### src/rtl/aadc_pkg.sv
package aadc_pkg;
    // Timing of the disconnect interval
    localparam int unsigned AADC_CLK_HZ = 40_000_000;
    localparam int unsigned AADC_DISC_S = 30;
    localparam longint unsigned AADC_DISC_CYC = AADC_DISC_S * AADC_CLK_HZ;
    // Divider giving a one-millisecond tick
    localparam int unsigned AADC_TICK_HZ = 1000;
    localparam int unsigned AADC_TICK_DIV = AADC_CLK_HZ / AADC_TICK_HZ;
    localparam int unsigned AADC_DISC_TICKS = AADC_DISC_S * AADC_TICK_HZ;

    // Data set selector positions
    typedef enum logic [1:0] {
        AADC_SEL_SEND = 2'h0,
        AADC_SEL_RECV = 2'h1,
        AADC_SEL_BOTH = 2'h2,
        AADC_SEL_TEST = 2'h3
    } aadc_sel_e;

    // Answer sequencer states, one-hot
    typedef enum logic [3:0] {
        AADC_ST_IDLE = 4'h1,
        AADC_ST_WAIT = 4'h2,
        AADC_ST_LIVE = 4'h4,
        AADC_ST_HANG = 4'h8
    } aadc_state_e;

    // Data set lines seen by one terminal
    typedef struct packed {
        logic ring;
        logic carrier;
    } aadc_ds_s;

    // Controls returned to the data set
    typedef struct packed {
        logic off_hook;
        logic data_mode;
    } aadc_dsctl_s;
endpackage

### src/rtl/aadc_top.sv
`timescale 1ns/10ps
`default_nettype none
// Behaviour
// Sender side goes on-hook after thirty seconds of no carrier.
// Sender disconnect covers no start signal and end of transmission.
// Receiver side goes on-hook after thirty seconds of no carrier.
// Receiver disconnect covers wrong-number calls and end of transmission.
// Unattended selection: ring enters data mode and receiver starts motors.
// Far data set returns answer-back tone after answering.
// Data mode starts punch motor and tape drive motor.
// Punch stays idle from data mode until carrier arrives.
// Without unattended selection no automatic answer occurs.
// Selector gives the shared data set to one terminal only.
// Shared installations set selector to receive for unattended receiving.
// Four positions: send, receive, send-or-receive, test.
// Sender can be started without reverse channel carrier.
// Receiver resynchronizes after noise bursts.
// Carrier return restarts the thirty-second interval.
module aadc_top
    import aadc_pkg::*;
#(
    parameter int unsigned TICK_DIV = AADC_TICK_DIV,
    parameter int unsigned DISC_TICKS = AADC_DISC_TICKS
) (
    input wire logic mclk_i,
    input wire logic srst_i,
    input wire aadc_ds_s ds_i,
    input wire logic auto_i,
    input wire aadc_sel_e sel_i,
    input wire logic recv_req_i,
    input wire logic start_i,
    output aadc_dsctl_s ds_o,
    output logic send_own_o,
    output logic recv_own_o,
    output logic motors_o,
    output logic punch_en_o,
    output logic send_run_o,
    output logic test_o
);
    aadc_state_e state;
    aadc_state_e next_state;
    logic is_recv;
    logic seen_carrier;
    logic expire;

    // The timer needs a divider of two or more and at least one tick
    if (TICK_DIV < 2 || DISC_TICKS < 1) begin : g_bad_params
        $error("aadc_top: divider or tick count out of range");
    end

    // Selector decode; in combined position the role is picked per call
    wire sel_send = (sel_i == AADC_SEL_SEND);
    wire sel_recv = (sel_i == AADC_SEL_RECV);
    wire sel_both = (sel_i == AADC_SEL_BOTH);
    wire sel_test = (sel_i == AADC_SEL_TEST);
    wire next_recv = sel_recv || (sel_both && recv_req_i);
    wire off_hook = (state == AADC_ST_WAIT) || (state == AADC_ST_LIVE);
    wire answer = ds_i.ring && auto_i && !sel_test;
    wire run_timer = off_hook && !ds_i.carrier;

    // Shared thirty-second carrier-loss timer for either role
    aadc_timer #(
        .TICK_DIV(TICK_DIV),
        .TICKS(DISC_TICKS)
    ) u_timer (
        .mclk_i(mclk_i),
        .srst_i(srst_i),
        .run_i(run_timer),
        .expire_o(expire)
    );

    // Call sequencer
    always_comb begin
        next_state = state;
        case (state)
            AADC_ST_IDLE: begin
                if (answer) begin
                    next_state = AADC_ST_WAIT;
                end
            end
            AADC_ST_WAIT: begin
                if (expire) begin
                    next_state = AADC_ST_HANG;
                end else if (ds_i.carrier) begin
                    next_state = AADC_ST_LIVE;
                end
            end
            AADC_ST_LIVE: begin
                if (expire) begin
                    next_state = AADC_ST_HANG;
                end
            end
            AADC_ST_HANG: begin
                if (!ds_i.ring) begin
                    next_state = AADC_ST_IDLE;
                end
            end
            default: next_state = AADC_ST_IDLE;
        endcase
    end

    always_ff @(posedge mclk_i) begin
        if (srst_i) begin
            state <= AADC_ST_IDLE;
        end else begin
            state <= next_state;
        end
    end

    // Role is latched at answer; send_own_o and recv_own_o still follow the selector mid-call
    always_ff @(posedge mclk_i) begin
        if (srst_i) begin
            is_recv <= 1'b0;
        end else if (state == AADC_ST_IDLE) begin
            is_recv <= next_recv;
        end
    end

    // Carrier has arrived since data mode began
    always_ff @(posedge mclk_i) begin
        if (srst_i || state == AADC_ST_IDLE) begin
            seen_carrier <= 1'b0;
        end else if (ds_i.carrier) begin
            seen_carrier <= 1'b1;
        end
    end

    // Registered outputs
    always_ff @(posedge mclk_i) begin
        if (srst_i) begin
            ds_o <= '0;
            send_own_o <= 1'b0;
            recv_own_o <= 1'b0;
            motors_o <= 1'b0;
            punch_en_o <= 1'b0;
            send_run_o <= 1'b0;
            test_o <= 1'b0;
        end else begin
            ds_o.off_hook <= (next_state == AADC_ST_WAIT)
                || (next_state == AADC_ST_LIVE);
            ds_o.data_mode <= (next_state == AADC_ST_WAIT)
                || (next_state == AADC_ST_LIVE);
            recv_own_o <= next_recv && !sel_test;
            send_own_o <= sel_send || (sel_both && !recv_req_i);
            motors_o <= is_recv && off_hook
                && (next_state != AADC_ST_HANG);
            punch_en_o <= is_recv && (state == AADC_ST_LIVE)
                && (seen_carrier || ds_i.carrier);
            // Sender start needs no reverse channel, only a start pulse,
            // so it is accepted as soon as the line is off-hook
            send_run_o <= !is_recv && off_hook
                && (start_i || send_run_o);
            test_o <= sel_test;
        end
    end
endmodule
`default_nettype wire

### src/rtl/aadc_timer.sv
`timescale 1ns/10ps
`default_nettype none
// Carrier-loss timer: counts ms ticks of unbroken carrier absence
module aadc_timer
    import aadc_pkg::*;
#(
    parameter int unsigned TICK_DIV = AADC_TICK_DIV,
    parameter int unsigned TICKS = AADC_DISC_TICKS
) (
    input wire logic mclk_i,
    input wire logic srst_i,
    input wire logic run_i,
    output logic expire_o
);
    // Refuse counts that leave the divider no room to tick
    if (TICK_DIV < 2 || TICKS < 1) begin : g_bad_params
        $error("aadc_timer: bad divider or count");
    end


    logic [31:0] div_cnt;
    logic [31:0] tick_cnt;
    wire tick = (div_cnt == TICK_DIV - 1);
    wire done = (tick_cnt == TICKS);

    // Divider runs only while absent, so each restart is a full interval
    always_ff @(posedge mclk_i) begin
        if (srst_i || !run_i) begin
            div_cnt <= 32'h0;
            tick_cnt <= 32'h0;
        end else begin
            div_cnt <= tick ? 32'h0 : div_cnt + 32'h1;
            if (tick && !done) begin
                tick_cnt <= tick_cnt + 32'h1;
            end
        end
    end

    // Expire is a registered level held high while the count stays full
    always_ff @(posedge mclk_i) begin
        if (srst_i) begin
            expire_o <= 1'b0;
        end else begin
            expire_o <= run_i && done;
        end
    end
endmodule
`default_nettype wire

### config.mk
export PLATFORM = sky130hd
export DESIGN_NAME = aadc_top
export DESIGN_NICKNAME = d
export VERILOG_FILES = /design/src/rtl/aadc_pkg.sv /design/src/rtl/aadc_top.sv /design/src/rtl/aadc_timer.sv
export SDC_FILE = /design/constraint.sdc
export NUM_CORES = 1
export LEC_CHECK = 0
export BUFFER_PORTS_ARGS = -buffer_cell sky130_fd_sc_hd__buf_2
export CAP_MARGIN = 30
export CORE_MARGIN = 5
export CORE_UTILIZATION = 56
export CTS_BUF_LIST = sky130_fd_sc_hd__clkbuf_4
export DETAILED_ROUTE_END_ITERATION = 10
export HOLD_SLACK_MARGIN = 0.08
export PLACE_DENSITY = 0.81
export SLEW_MARGIN = 40
export SYNTH_ARGS = -nofsm -noshare
export SYNTH_HDL_FRONTEND = slang
export SYNTH_SLANG_ARGS = --single-unit
### constraint.sdc
create_clock -name mclk_i -period 2 [get_ports mclk_i]
set_clock_uncertainty 0.05 [all_clocks]
set_input_delay 0.5 -clock mclk_i [delete_from_list [all_inputs] [get_ports mclk_i]]
set_output_delay 0.5 -clock mclk_i [all_outputs]
set_load 0.005 [all_outputs]
Word-level counts from Yosys, hierarchy flattened --
Index checks and enable logic that the tools add are counted.
Storage, ports and cells: register bits 78, input port bits 9, word-level logic and storage cells 63
Cells by class: $add $sub $neg 2, eq/ne operators 12, muxes and demuxes 6, reduce and logical (&&, ||, !) cells 30
Operators with widths (number):
- adder 32 x 1 -> 32 bit (second input constant) | 2
- equality test 32 x 15 -> 1 bit (second input constant) | 1
- equality test 32 x 16 -> 1 bit (second input constant) | 1
- 2-to-1 mux 4 bit | 5
- one-hot mux 4 bit (4 select lines) | 1
- logical AND 1 bit | 14
- equality test 4 x 2 -> 1 bit (second input constant) | 2
- equality test 4 x 3 -> 1 bit (second input constant) | 2
- logical OR 1 bit | 8
- logical NOT 1 bit | 6
- equality test 2 bit (second input constant) | 2
- equality test 4 x 1 -> 1 bit (second input constant) | 1
- equality test 4 bit (second input constant) | 1
- inequality test 4 bit (second input constant) | 1
- equality test 2 x 1 -> 1 bit (second input constant) | 1
- logical NOT 2 bit | 1
- OR reduction 2 bit | 1

Longest topological paths before layout --
Gate-level depths: netlist (run 1).
word-level depth 7, mapped depth 9, gate-level depth less buffers 7

Cells and area by module --
A second synthesis (run 1) with hierarchy kept.
Unflattened totals: cells, all modules 431, area, all modules 3676.0 µm²
Modules (own cells, without submodules):
- aadc_timer | instances 1, cells an instance 371, area each 3088.0 µm², seq. area each 1301.2 µm²
- aadc_top | instances 1, cells an instance 60, area each 588.1 µm², seq. area each 260.2 µm²

Least setup slack after synthesis (run 1) --
Ideal clock, no wire load.
path kind reg-to-reg, start reg u_timer.tick_cnt[1], end reg u_timer.tick_cnt[22], setup time 74 ps, data arrival time 2031 ps, required time 1876 ps, path slack -155 ps, stages on the path, launching flop included 8, path through dfxtp_1 > ha_1 > nand3_1 > or3_1 > or3_1 > clkbuf_1 > or4_1 > o21ai_0
Between the ends: word-level cells in the longest chain between the ends 3, elaborated cells between the ends (all ways) 4, classes of those cells add/sub (1); eq/ne (1); reduce/logical (2)
RTL lines:
- start, declared | RTL line aadc_timer.sv:22 | logic [31:0] tick_cnt;
- start signal, assigned | RTL line aadc_timer.sv:34 | tick_cnt <= tick_cnt + 32'h1;
- branches (longest 3 deep; another with adder 32 x 1 -> 32 bit)
Several ways; the timed one is not identified. A chain may end at the register's enable or synchronous reset.

Worst setup path in the final report (run 1) --
start reg u_timer.div_cnt[17], end reg u_timer.tick_cnt[26]
Between the ends: word-level cells in the longest chain between the ends 2
RTL lines:
- start, declared | RTL line aadc_timer.sv:21 | logic [31:0] div_cnt;
- start signal, assigned | RTL line aadc_timer.sv:32 | div_cnt <= tick ? 32'h0 : div_cnt + 32'h1;
- equality test 32 x 16 -> 1 bit | RTL line aadc_timer.sv:23 | wire tick = (div_cnt == TICK_DIV - 1);
- logical AND 1 bit | RTL line aadc_timer.sv:33 | if (tick && !done) begin
No other way between the ends.

==> summary.md, run 1 <==
| Metric | Value |
|---|---|
| Outcome | `finished, violations left` |
| Failing checks | `negative setup slack` |
| Post-synth cell types | `between 40 and 50` |
| DIE AREA | `between 8000 and 9000 um2` |
| Clock sink total | `between 70 and 80` |
| PwrDens | `between 400 and 500 nW/um2` |
| Starting Density | `56.8%` |
| Core Rows | `30` |
| Syn Nets | `roughly 470` |
| Mapped cell area | `3790 um2` |
| Die height | `92.3 um` |
| Commonest non-fill, non-tap cell in the layout | `buf_4` |
| Xor/xnor share of the synthesized area | `6.93%` |
| Routability Congestion | `between 0.8 and 0.9` |
| First-pass GRT wire length | `roughly 17000 um` |
| M2 GR Usage | `approximately 40%` |
| Antenna violations before repair | `0` |
| Minimum clock period | `2.12 ns` |
| CTS clock-pin slew for the worst setup and hold paths | `~0.14 ns` |
| Post-synth EDFFs | `0` |
| Simple-Gate Fraction of Synth Area | `37.5%` |
| Iteration-0 DRC Markers | `around 290` |
| Setup slack after layout | `-0.120 ns` |
| Syn_area_per_cell | `roughly 8.4 um2` |
| Adder-Cell Fraction of Synth Area | `less than 1%` |
| Leakage | `1.78 nW` |
| Max clock buf depth | `2` |
| Die W | `just over 90 um` |
| Placeable Area | `between 6000 and 7000 um2` |
| Layout cells sized above 1 | `34.4%` |
| Power after layout | `about 2.5 mW` |
| Nets@finish | `560` |
| RSZ-0062 raised after global routing | `true` |
| Max_cap viols | `0` |
| Post-synthesis mux area share | `less than 1%` |
| Yosys reg bits | `78` |
| Hold WS | `0.186 ns` |
| Vias per inst | `between 6 and 7` |
| Routed wire per std cell | `~17 um` |
| Largest regs | `u_timer.div_cnt (32), u_timer.tick_cnt (32), state (4)` |
| Port buffer count | `16` |
| Ports | `17` |
| Num CTS Buffers | `9` |
| Antenna cells | `0` |
| Largest net degree at the start of global routing | `34` |
| Tcrit/Tclk final | `106%` |
| Critical path required time | `2.30 ns` |
| Met3 usage in global routing | `between 5 and 6%` |
| FFs w/ async S/R, synth | `0%` |
| Fmax | `roughly 0.47 GHz` |
| Seq/Total Area, Yosys | `between 40% and 50%` |
| VDD IR-drop max | `approximately 420 uV` |
| Residual DRC | `0` |
| Critical path type | `flip-flop to flip-flop` |
| Commonest cells after routing, fill and taps aside | `buf_4, dfxtp_1, nor2_1` |
| CP Data Arrival Time | `between 2 and 2.5 ns` |
| Post-route core utilization | `about three quarters` |
| Setup violators final | `13` |
| Syn Inst Count | `between 400 and 500` |
| GRT busiest layer | `met2` |
| Grt ovf | `0` |
| HP Class | `input port to flip-flop` |
| Hold_buf cts | `0` |
| Measured slew at the worst slew-check pin | `about 0.67 ns` |
| DP Cell Count | `slightly above 600` |
| Routing usage on met1 | `~29%` |
| First drt pass iteration count | `4` |
| Post-synthesis compound-gate area fraction | `about a tenth` |
| Fin cells | `633` |
| Hpwl dp | `7050 um` |
| Crit-path max FO | `6` |
| Final Hold Fails | `0` |
| Synthesis Warnings | `0` |
| Worst-skew pair later-pin latency | `roughly 0.44 ns` |
| Layout overhead on the synthesized area | `32.0%` |
| Setup crit end kind | `flip-flop` |
| CP Launch Type | `flip-flop` |
| Max-slew headroom | `a little over half` |
| H-tree Lvls | `3` |
| Pins Over Slew Limit | `0` |
| Largest family of logic cells by synthesized area | `simple AND/OR/NAND/NOR gates` |
| CTS tree | `done` |
| Clk Tree Root Cell | `clkbuf_4` |
| Top FF cell, synth | `dfxtp_1` |
| Antenna violation net count after detailed routing | `0` |
| Vias in the first global route | `3690` |
| Via count | `between 3000 and 4000` |
| Tot GR Track Use | `23.9%` |
| Final WL | `10600 um` |
==> worst max-delay path: stages (launching register included) <==
cell and delay, ns:
dfxtp_2 0.37, nor4b_4 0.29, nand4_1 0.23, or3_4 0.47
buf_4 0.15, buf_2 0.15, o21ai_0 0.23, a21oi_1 0.09
==> final cells by class <==
type,instances,area (um2)
Timing Repair Buffer,102,767
Clock buffer,9,67.6
Inverter,6,22.5
Sequential cell,78,1580
Fill cell,473,1680
Clock inverter,7,57.6
Multi-Input combinational cell,351,2410
Tap cell,80,100
==> synthesized netlist by cell type, types with 9 or more instances <==
cell | count | share of area (%)
nand4_1 | 22 | 3.6
or3_1 | 24 | 4.0
nand3_1 | 29 | 3.8
and3_1 | 13 | 2.1
dfxtp_1 | 78 | 41
nor4_1 | 18 | 3.0
nor3_1 | 9 | 1.2
xor2_1 | 17 | 3.9
nand2_1 | 33 | 3.3
nor2_1 | 52 | 5.1
nor4b_1 | 9 | 2.1
clkbuf_1 | 13 | 1.3
or4_1 | 12 | 2.4
a21oi_1 | 29 | 3.8
xnor2_1 | 13 | 3.0
o21ai_0 | 23 | 3.0
==> power by group <==
group / internal [mW] / switching, mW
Combinational: 0.0268 / 0.0295
Clock: 0.267 / 0.607
Sequential: 1.56 / 0.00436
==> final timing paths <==
kind | depth (start not counted) | to | startpoint | slack [ns]
min reg2reg | 2 | send_run_o | send_run_o | 0.45
max | 7 | u_timer.tick_cnt[26] | u_timer.div_cnt[17] | -0.12
min | 2 | send_own_o | recv_req_i | 0.19
max reg2reg | 7 | u_timer.tick_cnt[26] | u_timer.div_cnt[17] | -0.12
==> metrics by stage <==
stage	TNS (ns)	setup slack [ns]	instance area (um2)
after floorplan	-0.0275	-0.0275	3840
after global placement	-0.189	-0.0465	4550
after detailed placement	-0.796	-0.113	4550
after CTS	-0.164	-0.0542	4800
after global routing	-2.17	-0.190	5000
final	-0.666	-0.120	5000
==> repair_timing <==
action / in CTS / in global routing
resized for setup: 26 / 51
setup buffers: 4 / 2
endpoints found under the setup margin: 22 / 61
pin swaps: 16 / 16
gates cloned: 1 / 0
==> cells by family (layout without fill, tap and decap cells) <==
kind of cell,Yosys count,after routing
and+or+nand+nor,249,249
DFF,78,78
xor gates and xnor gates,30,30
muxes,3,3
AOI/OAI and AO/OA,66,66
buffers and inverters,25,124
adders and majority gates,3,3
==> layer usage <==
metal  part of all wire, %  vias up
met2                    51      144
met5                     0        -
met4                   2.6        0
met1                    41     1834
li1                      -     1877
met3                   5.6       34
No activity file was read; power rests on OpenSTA's default activity.
==> run 2, diff against run 1 <==
- CORE_MARGIN: 5 -> 2
- CORE_UTILIZATION: 56 -> 30
- PLACE_DENSITY: 0.81 -> 0.51
==> summary.md, run 2 (synthesis results as in run 1) <==
| Metric | Value |
|---|---|
| Clk Tree Root Cell | `clkbuf_4` |
| CP endpoint | `u_timer.tick_cnt[22]` |
| Max clock buf depth | `2 (unchanged)` |
| Grt ovf | `0 (unchanged)` |
| Psw | `0.613 mW (-4.3%)` |
| Routability Congestion | `0.864 (about the same)` |
| Leakage | `1.77 nW (-0.89%)` |
| Commonest cells after routing, fill and taps aside | `buf_4, dfxtp_1, nor2_1` |
| Setup slack after layout | `-0.0951 ns (+0.0248 ns)` |
| Reg area | `1570 um2 (-0.63%)` |
| Clk pwr share | `42.9% (+7.9 points)` |
| Critical path required time | `2.31 ns (about the same)` |
| Antenna cells | `0 (unchanged)` |
| Die height | `116 um (+26%)` |
| Port buffer count | `16 (unchanged)` |
| First-pass GRT wire length | `16700 um (-0.37%)` |
| Residual DRC | `0 (unchanged)` |
| First drt pass iteration count | `6 (+2)` |
| Internal power | `2.22 mW (+20%)` |
| Die W | `116 um (+26%)` |
| CP startpoint | `u_timer.tick_cnt[1]` |
| CP Launch Type | `flip-flop` |
| Max incr delay on CP | `0.45 ns (-0.02 ns)` |
| PwrDens | `566 nW/um2 (+14%)` |
| Placement Cell Area | `4690 um2 (+3.2%)` |
| Max_cap viols | `0 (unchanged)` |
| Failing checks | `negative setup slack` |
| Final WL | `9990 um (-6.0%)` |
| Cell mode on critical path | `or3_4` |
| Hold Path Stages | `2 (unchanged)` |
| Outcome | `finished, violations left` |
| Tcrit/Tclk final | `105% (-1.2 points)` |
| Starting Density | `30.4% (-26 points)` |
| H-tree Lvls | `3 (unchanged)` |
| Antenna violations before repair | `0 (unchanged)` |
| Critical path type | `flip-flop to flip-flop` |
| Crit-path max FO | `9 (+3)` |
| Worst-skew pair later-pin latency | `0.43 ns (about the same)` |
| Routed wire per std cell | `13.8 um (-18%)` |
| Core Rows | `41 (+37%)` |
| Pins Over Slew Limit | `0 (unchanged)` |
| Hpwl dp | `7150 um (+1.5%)` |
| Vias per inst | `5.04 (-18%)` |
| Clock sink total | `78 (unchanged)` |
| Setup TNS | `-0.749 ns (-0.0825 ns)` |
| Fmax | `0.477 GHz (+1.2%)` |
| Largest net degree at the start of global routing | `38 (+12%)` |
| Worst R2R Path Depth | `7 (unchanged)` |
| Reg power frac | `55.2% (-7.5 points)` |
| Ports | `17 (unchanged)` |
| Commonest non-fill, non-tap cell in the layout | `buf_4` |
| Antenna violation net count after detailed routing | `0 (unchanged)` |
| Setup violators final | `23 (+10)` |
| Nets@finish | `560 (unchanged)` |
| Measured slew at the worst slew-check pin | `0.375 ns (-0.292 ns)` |
| Vias in the first global route | `3427 (-7.1%)` |
| Final Hold Fails | `0 (unchanged)` |
| CP Data Arrival Time | `2.40 ns (-0.02 ns)` |
| Design area | `5010 um2 (about the same)` |
| Layout fillers | `1257 (+170%)` |
| Worst R2R End | `u_timer.tick_cnt[22]` |
| Worst slack, placed | `-0.128 ns (-0.0152 ns)` |
| Minimum clock period | `2.10 ns (-0.0248 ns)` |
| DIE AREA | `13600 um2 (+59%)` |
| R2r setup slk | `-0.1 ns (+0.02 ns)` |
| CTS clock-pin slew for the worst setup and hold paths | `0.13 ns (about the same)` |
| Iteration-0 DRC Markers | `306 (+6.3%)` |
| Critical-path cell list | `ha_4, nand3_2, or3_4, or3_4, buf_6, or4_1, o21ai_0` |
| Largest regs | `u_timer.div_cnt (32), u_timer.tick_cnt (32), state (4)` |
| Max-slew headroom | `74.8% (+20 points)` |
| CTS tree | `done` |
| Worst r2r src | `u_timer.tick_cnt[1]` |
| Area of the multi-input gates | `2250 um2 (-6.4%)` |
| Gate power share | `1.9% (-0.4 points)` |
| Setup crit end kind | `flip-flop` |
| Tot GR Track Use | `15.6% (-8.3 points)` |
| Sw Ratio | `21.6% (-4.1 points)` |
| VDD IR-drop max | `297 uV (-30%)` |
| Power after layout | `2.84 mW (+14%)` |
| Num CTS Buffers | `9 (unchanged)` |
| Layout cells sized above 1 | `28.0% (-6.3 points)` |
| Placeable Area | `12500 um2 (+87%)` |
| RSZ-0062 raised after global routing | `true` |
| HP Class | `input port to flip-flop` |
| Slowest CP cell | `or4_1` |
| Via count | `3657 (-6.0%)` |
| Hold_buf cts | `0 (unchanged)` |
| Layout overhead on the synthesized area | `32.1% (about the same)` |
## run 2: layout make-up
type                       count  area share (%)
clock buffer                   9            1.35
clock inverter                 7            2.40
inverter                       6           0.500
multi-input combinational    351            45.0
sequential                    78            31.4
tap                          172            4.30
timing repair buffer         102            15.1
## run 2: worst min path at each step
stage | slack [ns] | to | start
after CTS | 0.16 | send_own_o | recv_req_i
after detailed placement | 0.41 | punch_en_o | is_recv
after global routing | 0.17 | send_own_o | recv_req_i
after global placement | 0.42 | punch_en_o | is_recv
final | 0.20 | send_own_o | recv_req_i
after floorplan | 0.38 | send_run_o | is_recv
## run 2: worst max-delay path: cells and delay by family, from the launching register on
kind | cells | cell delay (ns)
buffers and inverters | 1 | 0.15
AOI/OAI and AO/OA | 1 | 0.08
adders and majority gates | 1 | 0.13
DFF | 1 | 0.39
and+or+nand+nor | 4 | 1.23
## run 2: through the flow
step,hold slack (ns),cells,util (%)
finish,0.199,725,40.2
global route,0.167,725,40.2
CTS,0.160,725,39.7
detailed placement,0.414,706,37.6
global placement,0.418,706,37.6
floorplan,0.385,454,-
## run 2: what timing repair did
action | CTS | global route
buffers inserted | 3 | 0
pin swaps | 5 | 3
gates cloned | 1 | 0
gates resized for setup | 15 | 12
endpoints found under the setup margin | 29 | 33
## run 2: power by group through the flow
stage / clock [mW] / sequential (mW) / combinational [mW]
floorplan: 0 / 1.60 / 0.0280
global placement: 0 / 1.60 / 0.0544
detailed placement: 0 / 1.60 / 0.0549
CTS: 1.27 / 1.57 / 0.0551
global route: 1.32 / 1.57 / 0.0616
finish: 1.22 / 1.57 / 0.0547
## run 2: routing by layer
layer	share of wire, %	wire length, um	global-route usage (%)	vias up
met5	0	0	0	-
met4	1.4	136	4.37	0
met3	2.4	235	3.43	12
met2	48	4810	25.9	48
met1	48	4800	20.3	1732
li1	-	-	-	1865
